<file path="src/include/ppl_pkg.sv">
// Purpose: Constants and types for the parallel passive configuration loader
// Assumes: mclk at 250 MHz
// Notes:   Times are kept in their own units; cycle counts derive from them
package ppl_pkg;

  // ----------------------------------------------------------------------
  // Timing
  // ----------------------------------------------------------------------
  localparam int CLK_NS       = 4;
  localparam int SETTLE_NS    = 600;
  localparam int SETTLE_CYC   = SETTLE_NS / CLK_NS;
  localparam int STAT_MIN_US  = 268;
  localparam int STAT_MIN_CYC = (STAT_MIN_US * 1000 + CLK_NS - 1) / CLK_NS;
  localparam int STAT_TOP_US  = 1506;
  localparam int STAT_TOP_CYC = STAT_TOP_US * 1000 / CLK_NS;
  localparam int INIT_MIN_US  = 175;
  localparam int INIT_TOP_US  = 437;
  localparam int INIT_CYC     = (INIT_MIN_US * 1000 + CLK_NS - 1) / CLK_NS;
  localparam int INIT_TOP_CYC = INIT_TOP_US * 1000 / CLK_NS;
  localparam int LCLK_TOP_NS  = 10;
  localparam int UEN_CYC      = (4 * LCLK_TOP_NS + CLK_NS - 1) / CLK_NS;
  localparam int UCLK_PERIODS = 8576;
  localparam int TAIL_EDGES   = 2;

  // ----------------------------------------------------------------------
  // Register map
  // ----------------------------------------------------------------------
  localparam logic [7:0] OFS_CTRL = 8'h00;
  localparam logic [7:0] OFS_IMG  = 8'h04;
  localparam logic [7:0] OFS_STAT = 8'h08;
  localparam logic [7:0] OFS_CNT  = 8'h0C;

  localparam logic [1:0] W8  = 2'h0;
  localparam logic [1:0] W16 = 2'h1;
  localparam logic [1:0] W32 = 2'h2;

  typedef struct packed {
    logic       ucl_opt;  // Init clocked by user_init_clock
    logic       id_en;    // Init-done pin enabled
    logic       sec;      // Security enabled
    logic       dec;      // Decompression enabled
    logic [1:0] wid;      // Bus width code
  } ppl_ctrl_type;

  localparam ppl_ctrl_type CTRL_RST = '0;

  // Open-drain pin enables (value is always low)
  typedef struct packed {
    logic st_oe;
    logic cd_oe;
    logic id_oe;
  } ppl_pins_type;

  typedef enum logic [2:0] {
    ST_POR   = 3'b000,
    ST_CLEAR = 3'b001,
    ST_HOLD  = 3'b010,
    ST_LOAD  = 3'b011,
    ST_TAIL  = 3'b100,
    ST_INIT  = 3'b101,
    ST_USER  = 3'b110
  } ppl_state_type;

  // Load clocks per data word
  function automatic logic [3:0] ratio_f(input ppl_ctrl_type c);
    case (c.wid)
      W16:     return c.dec ? 4'h4 : (c.sec ? 4'h2 : 4'h1);
      W32:     return c.dec ? 4'h8 : (c.sec ? 4'h4 : 4'h1);
      default: return c.dec ? 4'h2 : 4'h1;
    endcase
  endfunction

  // Data lanes that carry the image
  function automatic logic [31:0] mask_f(input logic [1:0] wid);
    case (wid)
      W16:     return 32'h0000_FFFF;
      W32:     return 32'hFFFF_FFFF;
      default: return 32'h0000_00FF;
    endcase
  endfunction

endpackage

</file>
<file path="src/verilog/ppl_loader.sv">
// Purpose: Device end of a parallel passive configuration load port
// Assumes: Pins asynchronous to mclk; APB register access
// Notes:   Load clock is oversampled, so it must stay well below mclk/4
//
// What this block and the host do
// RQ1 - Clocks per word set by width, features
// RQ2 - Host clocks r load edges per word
// RQ3 - Extra edges spent decrypting and decompressing
// RQ4 - Host keeps clocking r-1 after last word
// RQ5 - Word captured on load clock rising edge
// RQ6 - Narrow modes use only low data lanes
// RQ7 - After load, data lanes user, clock ignored
// RQ8 - User mode: all lines high; request restarts
// RQ9 - Status low for power-on delay
// RQ10 - Load-complete low through whole configuration
// RQ11 - Complete after full image; two falling edges
// RQ12 - Init-done pin low until initialization ends
// RQ13 - Request low drives both lines low quickly
// RQ14 - Host holds request low two microseconds
// RQ15 - Status low 268 to 1506 microseconds
// RQ16 - Status released by 1506 after request
// RQ17 - Host waits after status before clocking
// RQ18 - Host limits load clock frequency
// RQ19 - Internal init takes 175 to 437 microseconds
// RQ20 - User init clock enabled after four periods
// RQ21 - User init takes 8576 user clock periods
// RQ22 - Host treats status low as error
//
// Local design decisions: the APB interface to the registers and the register addresses.
module ppl_loader #(
  parameter int STAT_CYC = ppl_pkg::STAT_MIN_CYC,
  parameter int INIT_CYC = ppl_pkg::INIT_CYC,
  parameter int UCLK_NUM = ppl_pkg::UCLK_PERIODS
) (
  // Clock and reset
  input  wire logic        mclk_i,
  input  wire logic        rst_b_i,
  // APB slave
  input  wire logic [7:0]  paddr_i,
  input  wire logic        psel_i,
  input  wire logic        penable_i,
  input  wire logic        pwrite_i,
  input  wire logic [31:0] pwdata_i,
  output logic      [31:0] prdata_o,
  output logic             pready_o,
  output logic             pslverr_o,
  // Configuration pins
  input  wire logic        load_clock_i,
  input  wire logic [31:0] data_i,
  input  wire logic        reprog_b_i,
  input  wire logic        status_b_i,
  input  wire logic        user_init_clock_i,
  output logic             status_b_o,
  output logic             status_b_oe_o,
  output logic             load_done_o,
  output logic             load_done_oe_o,
  output logic             init_done_o,
  output logic             init_done_oe_o,
  output logic             user_io_o,
  // Captured image words
  output logic      [31:0] word_o,
  output logic             word_valid_o
);

  // ----------------------------------------------------------------------
  // Constants and checks
  // ----------------------------------------------------------------------
  localparam logic [19:0] STAT_L = 20'(STAT_CYC);
  localparam logic [19:0] INIT_L = 20'(INIT_CYC);
  localparam logic [19:0] UEN_L  = 20'(ppl_pkg::UEN_CYC);
  localparam logic [19:0] UEND_L = 20'(ppl_pkg::UEN_CYC + UCLK_NUM);
  localparam logic [19:0] TAIL_L = 20'(ppl_pkg::TAIL_EDGES);

  // Counts must fit the 20-bit shared timer; refused at elaboration
  if (STAT_CYC < 1 || STAT_CYC > ppl_pkg::STAT_TOP_CYC
      || INIT_CYC < 1 || INIT_CYC >= (1 << 20)
      || UCLK_NUM < 1 || UCLK_NUM + ppl_pkg::UEN_CYC >= (1 << 20)) begin : g_bad_param
    $error("ppl_loader parameter out of range");
  end

  // ----------------------------------------------------------------------
  // Synchronisers
  // ----------------------------------------------------------------------
  logic [2:0]  lclk_s;
  logic [2:0]  ucl_s;
  logic [1:0]  cfg_s;
  logic [1:0]  sts_s;
  logic [31:0] d1_q;
  logic [31:0] d2_q;

  // Two flops per pin; the third stage only feeds edge detection
  always_ff @(posedge mclk_i or negedge rst_b_i) begin
    if (!rst_b_i) begin
      lclk_s <= '0;
      ucl_s  <= '0;
      cfg_s  <= '1;
      sts_s  <= '1;
      d1_q   <= '0;
      d2_q   <= '0;
    end else begin
      lclk_s <= {lclk_s[1:0], load_clock_i};
      ucl_s  <= {ucl_s[1:0], user_init_clock_i};
      cfg_s  <= {cfg_s[0], reprog_b_i};
      sts_s  <= {sts_s[0], status_b_i};
      d1_q   <= data_i;
      d2_q   <= d1_q;
    end
  end

  wire lrise_w = lclk_s[1] & ~lclk_s[2];
  wire lfall_w = ~lclk_s[1] & lclk_s[2];
  wire urise_w = ucl_s[1] & ~ucl_s[2];

  // ----------------------------------------------------------------------
  // Registers and state
  // ----------------------------------------------------------------------
  ppl_pkg::ppl_ctrl_type  ctrl_q;
  ppl_pkg::ppl_state_type st_q;
  ppl_pkg::ppl_state_type st_d;
  ppl_pkg::ppl_pins_type  pins_q;
  ppl_pkg::ppl_pins_type  pins_d;
  logic [31:0] img_q;
  logic [31:0] wcnt_q;
  logic [19:0] cnt_q;
  logic [3:0]  ph_q;
  logic [31:0] word_q;
  logic        wv_q;
  logic        user_q;
  logic [31:0] prdata_q;
  logic        pready_q;
  logic        pslverr_q;

  // ----------------------------------------------------------------------
  // APB decode
  // ----------------------------------------------------------------------
  wire        setup_w = psel_i & ~penable_i;
  wire        acc_w   = psel_i & penable_i & pready_q;
  wire        hit_w   = (paddr_i == ppl_pkg::OFS_CTRL) | (paddr_i == ppl_pkg::OFS_IMG)
                      | (paddr_i == ppl_pkg::OFS_STAT) | (paddr_i == ppl_pkg::OFS_CNT);
  wire        wr_w    = acc_w & pwrite_i & ~pslverr_q;
  wire [31:0] stat_w  = {26'h0, user_q, ~pins_q.cd_oe, sts_s[1], st_q};
  wire [31:0] rd_w    = (paddr_i == ppl_pkg::OFS_CTRL) ? 32'(ctrl_q)
                      : (paddr_i == ppl_pkg::OFS_IMG)  ? img_q
                      : (paddr_i == ppl_pkg::OFS_STAT) ? stat_w
                      : (paddr_i == ppl_pkg::OFS_CNT)  ? wcnt_q : 32'h0000_0000;

  // Answer in the first access cycle; read data fetched at setup
  always_ff @(posedge mclk_i or negedge rst_b_i) begin
    if (!rst_b_i) begin
      pready_q  <= 1'b0;
      pslverr_q <= 1'b0;
      prdata_q  <= '0;
    end else begin
      pready_q  <= setup_w;
      pslverr_q <= setup_w & ~hit_w;
      if (setup_w)
        prdata_q <= pwrite_i ? 32'h0000_0000 : rd_w;
    end
  end

  // Software setup of width, features and image length
  always_ff @(posedge mclk_i or negedge rst_b_i) begin
    if (!rst_b_i) begin
      ctrl_q <= ppl_pkg::CTRL_RST;
      img_q  <= '0;
    end else if (wr_w) begin
      if (paddr_i == ppl_pkg::OFS_CTRL)
        ctrl_q <= ppl_pkg::ppl_ctrl_type'(pwdata_i[5:0]);
      if (paddr_i == ppl_pkg::OFS_IMG)
        img_q <= pwdata_i;
    end
  end

  // ----------------------------------------------------------------------
  // Sequencer
  // ----------------------------------------------------------------------
  wire [3:0] r_w     = ppl_pkg::ratio_f(ctrl_q); // [RQ1]
  wire       cap_w   = (st_q == ppl_pkg::ST_LOAD) & lrise_w & (ph_q == 4'h0); // [RQ5]
  wire       hold_w  = (st_q == ppl_pkg::ST_POR) | (st_q == ppl_pkg::ST_HOLD);
  wire       stok_w  = cnt_q >= STAT_L;
  wire       uph_w   = ctrl_q.ucl_opt & (cnt_q >= UEN_L); // [RQ20]
  wire       inc_w   = (st_q == ppl_pkg::ST_TAIL) ? lfall_w
                     : (st_q == ppl_pkg::ST_INIT) ? (uph_w ? urise_w : 1'b1)
                     : hold_w ? ~stok_w : 1'b0;
  wire       idone_w = ctrl_q.ucl_opt ? (cnt_q >= UEND_L) : (cnt_q >= INIT_L);

  // Next state; a low request overrides every state
  always_comb begin
    st_d = st_q;
    case (st_q)
      ppl_pkg::ST_POR,
      ppl_pkg::ST_HOLD:  if (stok_w && sts_s[1]) st_d = ppl_pkg::ST_LOAD; // [RQ15]
      ppl_pkg::ST_CLEAR: if (cfg_s[1]) st_d = ppl_pkg::ST_HOLD;
      ppl_pkg::ST_LOAD:  if (wcnt_q == img_q) st_d = ppl_pkg::ST_TAIL; // [RQ11]
      ppl_pkg::ST_TAIL:  if (cnt_q >= TAIL_L) st_d = ppl_pkg::ST_INIT; // [RQ11]
      ppl_pkg::ST_INIT:  if (idone_w) st_d = ppl_pkg::ST_USER; // [RQ19] [RQ21]
      ppl_pkg::ST_USER:  st_d = ppl_pkg::ST_USER;
      default:           st_d = ppl_pkg::ST_POR;
    endcase
    if (!cfg_s[1])
      st_d = ppl_pkg::ST_CLEAR; // [RQ8] [RQ13]
  end

  // Pin drive: status low while clearing, across the step into hold and
  // for the hold time, then released so an external low can stretch it
  always_comb begin
    pins_d.st_oe = (st_d == ppl_pkg::ST_CLEAR) | (st_q == ppl_pkg::ST_CLEAR)
                 | (hold_w & ~stok_w); // [RQ9] [RQ16]
    pins_d.cd_oe = (st_d == ppl_pkg::ST_POR) | (st_d == ppl_pkg::ST_CLEAR)
                 | (st_d == ppl_pkg::ST_HOLD) | (st_d == ppl_pkg::ST_LOAD); // [RQ10]
    pins_d.id_oe = ctrl_q.id_en & ((st_d == ppl_pkg::ST_TAIL)
                 | (st_d == ppl_pkg::ST_INIT)); // [RQ12]
  end

  // State, shared timer and pin flops
  always_ff @(posedge mclk_i or negedge rst_b_i) begin
    if (!rst_b_i) begin
      st_q   <= ppl_pkg::ST_POR;
      cnt_q  <= '0;
      pins_q <= '{st_oe: 1'b1, cd_oe: 1'b1, id_oe: 1'b0};
      user_q <= 1'b0;
    end else begin
      st_q   <= st_d;
      cnt_q  <= (st_d != st_q) ? 20'h0_0000 : cnt_q + 20'(inc_w);
      pins_q <= pins_d;
      user_q <= (st_d == ppl_pkg::ST_USER); // [RQ7]
    end
  end

  // ----------------------------------------------------------------------
  // Word capture
  // ----------------------------------------------------------------------
  // Only the first rising edge of each word captures; the other r-1 edges
  // are processing time, so data need not change on them
  always_ff @(posedge mclk_i or negedge rst_b_i) begin
    if (!rst_b_i) begin
      ph_q   <= '0;
      wcnt_q <= '0;
      word_q <= '0;
      wv_q   <= 1'b0;
    end else begin
      wv_q <= cap_w;
      if (st_q != ppl_pkg::ST_LOAD) begin
        ph_q <= '0;
        if (st_d == ppl_pkg::ST_CLEAR)
          wcnt_q <= '0;
      end else if (cap_w) begin
        word_q <= d2_q & ppl_pkg::mask_f(ctrl_q.wid); // [RQ6]
        wcnt_q <= wcnt_q + 32'h0000_0001;
        ph_q   <= r_w - 4'h1; // [RQ1]
      end else if (lrise_w) begin
        ph_q <= ph_q - 4'h1; // [RQ3]
      end
    end
  end

  // ----------------------------------------------------------------------
  // Outputs
  // ----------------------------------------------------------------------
  assign prdata_o       = prdata_q;
  assign pready_o       = pready_q;
  assign pslverr_o      = pslverr_q;
  assign status_b_o     = 1'b0 & pins_q.st_oe;
  assign status_b_oe_o  = pins_q.st_oe;
  assign load_done_o    = 1'b0 & pins_q.cd_oe;
  assign load_done_oe_o = pins_q.cd_oe;
  assign init_done_o    = 1'b0 & pins_q.id_oe;
  assign init_done_oe_o = pins_q.id_oe;
  assign user_io_o      = user_q;
  assign word_o         = word_q;
  assign word_valid_o   = wv_q;

  // ----------------------------------------------------------------------
  // Assertions
  // ----------------------------------------------------------------------
  property p_por_low;
    @(posedge mclk_i) disable iff (!rst_b_i)
      (st_q == ppl_pkg::ST_POR && cnt_q < STAT_L) |-> pins_q.st_oe;
  endproperty
  a_por_low: assert property (p_por_low) // [RQ9]
    else $error("status released during power-on delay");

  property p_reprog;
    @(posedge mclk_i) disable iff (!rst_b_i)
      $fell(cfg_s[1]) |-> ##1 (pins_q.st_oe && pins_q.cd_oe);
  endproperty
  a_reprog: assert property (p_reprog) // [RQ13]
    else $error("request low not followed by both lines low");

  property p_cd_load;
    @(posedge mclk_i) disable iff (!rst_b_i)
      (st_q == ppl_pkg::ST_LOAD) |-> pins_q.cd_oe;
  endproperty
  a_cd_load: assert property (p_cd_load) // [RQ10]
    else $error("load complete released while loading");

  property p_user_high;
    @(posedge mclk_i) disable iff (!rst_b_i)
      (st_q == ppl_pkg::ST_USER) |-> !(pins_q.st_oe || pins_q.cd_oe || pins_q.id_oe);
  endproperty
  a_user_high: assert property (p_user_high) // [RQ8]
    else $error("a line driven low in user mode");

  property p_capture;
    @(posedge mclk_i) disable iff (!rst_b_i)
      cap_w |=> word_valid_o && word_o == ($past(d2_q) & ppl_pkg::mask_f(ctrl_q.wid));
  endproperty
  a_capture: assert property (p_capture) // [RQ5] [RQ6]
    else $error("captured word wrong");

  property p_ratio;
    @(posedge mclk_i) disable iff (!rst_b_i)
      cap_w |=> (ph_q == $past(r_w) - 4'h1);
  endproperty
  a_ratio: assert property (p_ratio) // [RQ1]
    else $error("word phase not reloaded from ratio");

  property p_ignore;
    @(posedge mclk_i) disable iff (!rst_b_i)
      (st_q == ppl_pkg::ST_USER) |=> !word_valid_o;
  endproperty
  a_ignore: assert property (p_ignore) // [RQ7]
    else $error("word captured after configuration");

  property p_hold_min;
    @(posedge mclk_i) disable iff (!rst_b_i)
      (st_q == ppl_pkg::ST_HOLD && cnt_q < STAT_L && cfg_s[1]) |=> pins_q.st_oe;
  endproperty
  a_hold_min: assert property (p_hold_min) // [RQ15]
    else $error("status released before hold time");

  property p_tail;
    @(posedge mclk_i) disable iff (!rst_b_i)
      (st_q == ppl_pkg::ST_TAIL && cnt_q == TAIL_L - 20'h1 && lfall_w && cfg_s[1])
        |-> ##2 (st_q == ppl_pkg::ST_INIT);
  endproperty
  a_tail: assert property (p_tail) // [RQ11]
    else $error("init not started after two falling edges");

  property p_init_pin;
    @(posedge mclk_i) disable iff (!rst_b_i)
      (st_q == ppl_pkg::ST_INIT && ctrl_q.id_en) |-> pins_q.id_oe;
  endproperty
  a_init_pin: assert property (p_init_pin) // [RQ12]
    else $error("init done released during initialization");

endmodule // ppl_loader

</file>
<file path="config.mk">
export PLATFORM = sky130hd
export DESIGN_NAME = ppl_loader
export DESIGN_NICKNAME = d
export VERILOG_FILES = /design/src/include/ppl_pkg.sv /design/src/verilog/ppl_loader.sv
export SDC_FILE = /design/constraint.sdc
export NUM_CORES = 1
export LEC_CHECK = 0
export ABC_AREA = 1
export BUFFER_PORTS_ARGS = -buffer_cell sky130_fd_sc_hd__buf_2
export CORE_ASPECT_RATIO = 0.5
export CORE_MARGIN = 1
export CORE_UTILIZATION = 52
export CTS_BUF_LIST = sky130_fd_sc_hd__clkbuf_4 sky130_fd_sc_hd__clkbuf_8 sky130_fd_sc_hd__clkbuf_16
export DETAILED_ROUTE_END_ITERATION = 6
export GPL_TIMING_DRIVEN = 0
export PLACE_DENSITY_LB_ADDON = 0.25
export SETUP_SLACK_MARGIN = 0.3
export SYNTH_ARGS = -nofsm -noshare
export SYNTH_HDL_FRONTEND = slang
export SYNTH_SLANG_ARGS = --single-unit
export TNS_END_PERCENT = 5
</file>
<file path="constraint.sdc">
create_clock -name mclk_i -period 2.9 [get_ports mclk_i]
set_input_delay 0.29 -clock mclk_i [delete_from_list [all_inputs] [get_ports mclk_i]]
set_output_delay 0.29 -clock mclk_i [all_outputs]
set_load 0.05 [all_outputs]
</file>
* Word level (Yosys, flattened, before mapping)
Cells that the tools add are included.
Storage, ports and cells: flip-flop bits (word level) 242, input port bits 81, output and inout port bits 74, logic and storage cells 133
Operators by class: add/sub/neg operators 4, magnitude comparators 5, equality and inequality tests 21, mux-type cells 32, bitwise gates (word level) 34, reductions and logical operators 12
Operator list (count):
- $mux W32 | 10
- $pmux W32 S2 | 1
- $add A32 B1 Y32 const B | 1
- $and A32 B32 Y32 | 1
- $eq A32 B32 Y1 | 1
- $mux W3 | 7
- $add A20 B1 Y20 | 1
- $ge A20 B14 Y1 const B | 1
- $ge A20 B16 Y1 const B | 1
- $ge A20 B17 Y1 const B | 1
- $ge A20 B2 Y1 const B | 1
- $ge A20 B4 Y1 const B | 1
- $mux W20 | 1
- $eq A3 B3 Y1 const B | 6
- $pmux W3 S6 | 1
- $eq A8 B4 Y1 const B | 2
- $mux W4 | 4
- $and A1 B1 Y1 | 14
- $eq A3 B2 Y1 const B | 4
- $or A1 B1 Y1 | 10
- $not A1 Y1 | 9
- $eq A8 B3 Y1 const B | 1
- $logic_not A8 Y1 | 1
- $pmux W4 S2 | 1
- 16 further kinds | 27

* Depth between registers and ports, before layout
depth in word-level cells 9, gate-level depth with buffers 23

* Worst setup path after synthesis
Ideal clock, no wire load.
path type reg-to-reg, from register cnt_q[11], to register cnt_q[18], data arrival time 2.806 ns, required time 2.831 ns, setup slack 0.025 ns, stages on the path, launching flop included 24, buffers on the path 0, clock period less this slack 2.875 ns, path through dfrtp_1 -> inv_2 -> nand2_1 -> nor3_1 -> nand3_1 -> nor3_1 -> o21ai_0 -> o2111ai_1 -> nand2_1 -> a21oi_1 -> ha_1 -> ha_1 -> nand2_1 -> nor2_1 -> nand2_1 -> nor2_1 -> inv_1 -> nor3_2 -> inv_1 -> nor2_1 -> nand4_1 -> xnor2_1 -> inv_1 -> nor2_2
Between the ends: longest elaborated chain between the ends 7, elaborated cells between the ends (all ways) 21, classes of those cells add/sub: 1; order compare: 5; eq/ne: 1; mux: 11; bitwise: 2; reduce/logical: 1
RTL lines:
- start, declared | line ppl_loader.sv:124 | logic [19:0] cnt_q;
- start signal, assigned | line ppl_loader.sv:224 | cnt_q <= (st_d != st_q) ? 20'h0_0000 : cnt_q + 20'(inc_w);
- $ge A20 B4 Y1 (tied with other cells) | line ppl_loader.sv:181 | wire uph_w = ctrl_q.ucl_opt & (cnt_q >= UEN_L);
- $and A1 B1 Y1 (tied with other cells) | line ppl_loader.sv:181
- $mux W1 (tied with other cells) | line ppl_loader.sv:183 | : (st_q == ppl_pkg::ST_INIT) ? (uph_w ? urise_w : 1'b1)
- $mux W1 or $pmux W3 S6 (tied branches) | line ppl_loader.sv:183, ppl_loader.sv:190
- $mux W1 or $mux W3 (tied branches) | line ppl_loader.sv:182, ppl_loader.sv:200
- $add A20 B1 Y20 or $ne A3 B3 Y1 (tied branches) | line ppl_loader.sv:224
- $mux W20 (*) | line ppl_loader.sv:224
Mark *: on every way between the ends. The rest lies on a longest branch, timed or not. A chain may end at the register's enable or synchronous reset.

* Worst setup path after layout
from register cnt_q[10], to register cnt_q[18]
Same word-level chain as after synthesis.

==> results.md <==
* Peak supply drop at approximately 0.00032 V
* Post-DRT Antenna Nets at 0
* Setup Slack @ Placement at -0.387 ns
* Status: complete, but fails checks
* IO Count at 155
* TNS Setup at -1.11 ns
* Largest net degree at the start of global routing at approximately 120
* Final WS setup at -0.197 ns
* # nets final at 1469
* Final setup vio count at 8
* Req. time, crit path at roughly 3.3 ns
* Die area at 0.0210 mm^2
* Rows at 36
* Worst Hold Class: input pin to flop
* Synth Instances at between 1000 and 1500
* Final Non-Filler Cells at ~1700
* Synthesis-stage register bit count at 242
* Crit path time final at ~3.1 ns
* CTS sink count at 242
* Mapped Area at 0.0106 mm^2
* Syn avg cell area at slightly above 9 um^2
* CTS tree: done
* Clk_lat worst skew at around 0.5 ns
* Max Freq at ~320 MHz
* CP Cell Sequence: inv_2 -> nand2_2 -> nor3_2 -> nand3_1 -> nor3_2 -> o21ai_1 -> o2111ai_1 -> nand2_1 -> a21oi_2 -> ha_4 -> ha_4 -> nand2_4 -> nor2_4 -> nand2_2 -> nor2_1 -> inv_1 -> nor3_2 -> inv_1 -> nor2_2 -> nand4_1 -> xnor2_1 -> inv_1 -> nor2_2
* Share of cells above drive strength 1 at 0.244
* Total GRT Usage at 0.261
* Htree depth at 1
* Rel. slew slack at 0.561
* Initial Util at 0.538
* TritonCTS Buffers at 22
* Synth warn at 0
* CP Capture Type: flop
* Vias at 8877
* Most common cell after layout, fill and taps aside: nand2_1
* DRC at 0
* Hold_sp: pwdata_i[10]
* Vias in the first global route at 8786
* CP startpoint kind: flop
* Clock root buffer: clkbuf_16
* Slowest CP cell: dfrtp_1
* Synth unique cells at 46
* Drt total wl at between 20 and 30 mm
* CP arrival at approximately 3.5 ns
* P&R area growth vs syn at 25.7%
* Clock skew at between 0.009 and 0.01 ns
* Die Ht at about 100 um
* Core box area at ~0.020 mm^2
* Diodes inserted at 0
* Leak at 0.00642 uW
* Hold_ws at ~0.013 ns
* Power per cell area at around 550 mW/mm^2
* Most frequent cells in the layout: nand2_1, dfrtp_1, buf_2
* DR WL/cell at ~16 um
* HPWL Detailed at around 18 mm
* Final hold vios at 0
* DR iter-0 viols at between 500 and 600
* Worst setup path category: flop to flop
* Clock Pin Slew Worst Setup and Hold Paths at roughly 0.060 ns
* Sequential share of the synthesized area at 0.572
* GR Overflow Total at 0
* Placed insts at 1555
* Final Slew Violations at 0
* Worst-path fanout max at 2
* Die Wd at slightly above 200 um
* IO buf count at 151
* Layout Utilization at 0.676
* Largest stage delay, worst path at 0.40 ns
* Critical Path Source: cnt_q[10]
* Failing checks: setup timing
* RSZ-0062 raised after global routing: true
* Max clock buf depth at 3
* Max-cap viol count at 0
* Worst slew pin tran at between 0.6 and 0.7 ns
* Initial DRT Pass Iterations at 5
* Initial antenna violation count at 0
* Vias per cell at between 5 and 6
* Global-route wire length before repair at approximately 43 mm
* Tcrit/Tclk final at 1.07
* Final GP Congestion at 0.925
* R2r startpoint: cnt_q[10]
[routing by layer]
| metal | GRT usage | vias to the layer above | share of wire |
|---|---|---|---|
| met2 | 0.458 | 243 | 0.50 |
| li1 | - | 4199 | - |
| met1 | 0.341 | 4389 | 0.43 |
| met4 | 0.0723 | 0 | 0.019 |
| met5 | 0 | - | 0 |
| met3 | 0.0449 | 46 | 0.050 |
[final timing paths]
kind | to | slack [ns] | cells after the start
worst max-delay path | cnt_q[18] | -0.20 | 23
worst min-delay path | img_q[10] | 0.01 | 2
worst max register to register | cnt_q[18] | -0.20 | 23
worst min register to register | d2_q[6] | 0.35 | 0
max in group asynchronous | d2_q[16] | 1.42 | 4
min in group asynchronous | prdata_o[28] | 0.25 | 2
[critical path: cells and delay by family, from the launching register on]
family / cells / cell delay, ns
xor gates and xnor gates: 1 / 0.17
DFF: 1 / 0.40
buffers and inverters: 4 / 0.34
and+or+nand+nor: 13 / 1.47
AOI/OAI and AO/OA: 3 / 0.33
adders and majority gates: 2 / 0.33
[logic make-up after synthesis]
group	after synthesis	share of synthesized area
multiplexers	10	0.0106
adder cells (fa/ha/maj)	6	0.00709
XOR/XNOR	46	0.0380
flip-flops	242	0.572
AND/OR/NAND/NOR	473	0.199
buffers and inverters	161	0.0601
other	1	0.000354
AO/OA/AOI/OAI	195	0.113
[cell type report]
| cell class | instances | area (um^2) |
|---|---|---|
| clock buffer | 33 | 682 |
| buffer | 38 | 178 |
| timing repair buffer | 222 | 1450 |
| multi-input combinational | 733 | 4060 |
| clock inverter | 5 | 77.6 |
| inverter | 123 | 464 |
| fill | 1527 | 6370 |
| tap | 266 | 333 |
| sequential | 242 | 6070 |
[state kept, by name (all words and copies together) (netlist names)]
| name | cells |
|---|---|
| status_b_oe_o | 1 |
| user_io_o | 1 |
| prdata_o | 32 |
| ctrl_q | 6 |
| ucl_s | 3 |
| st_q | 3 |
| pready_o | 1 |
| word_valid_o | 1 |
| d2_q | 32 |
| cnt_q | 20 |
| lclk_s | 3 |
| init_done_oe_o | 1 |
| load_done_oe_o | 1 |
| word_o | 32 |
| cfg_s | 2 |
| sts_s | 2 |
| ph_q | 4 |
| d1_q | 32 |
| img_q | 32 |
| pslverr_o | 1 |
| wcnt_q | 32 |
[Yosys cell counts, drive strengths merged]
cell type | count | area [um^2]
nand2 | 279 | 1070
dfrtp | 236 | 5910
inv | 121 | 454
nor2 | 107 | 479
o21ai | 81 | 409
nand3 | 43 | 235
o22ai | 39 | 244
a21oi | 31 | 159
xor2 | 30 | 263
a22o | 26 | 228
clkbuf | 26 | 97.6
nor3 | 19 | 133
nand4 | 17 | 125
xnor2 | 16 | 140
buf | 12 | 77.6
mux2 | 10 | 113
nor4 | 7 | 56.3
dfstp | 6 | 158
ha | 6 | 75.1
a32o | 4 | 40.0
o211ai | 4 | 30.0
o221ai | 4 | 35.0
clkinv | 2 | 7.51
o2111ai | 2 | 17.5
a211oi | 1 | 7.51
a31oi | 1 | 6.26
conb | 1 | 3.75
o211a | 1 | 10.0
o31ai | 1 | 7.51
or2 | 1 | 6.26
[stage by stage]
step	cell area [um^2]	power [uW]
6_report	13300	7320
4_1_cts	13100	7360
3_3_place_gp	11700	4230
5_1_grt	13300	7580
3_5_place_dp	11800	4270
2_1_floorplan	10600	4000
[report_power, final]
group / internal (uW) / switching, uW / leakage (uW)
clock: 1800 / 1260 / 0.000379
combinational: 213 / 488 / 0.00295
sequential: 3500 / 66.8 / 0.00309
[repair_timing]
item / in CTS / in global routing
setup endpoints to repair: 12 / 28
hold buffers: 41 / 0
gates resized for setup: 20 / 24
cloned: 0 / 0
hold endpoints to repair: 79 / 0
buffers inserted: 20 / 8
pin swaps: 8 / 24
Note: power is estimated with default switching activity, not from simulation.
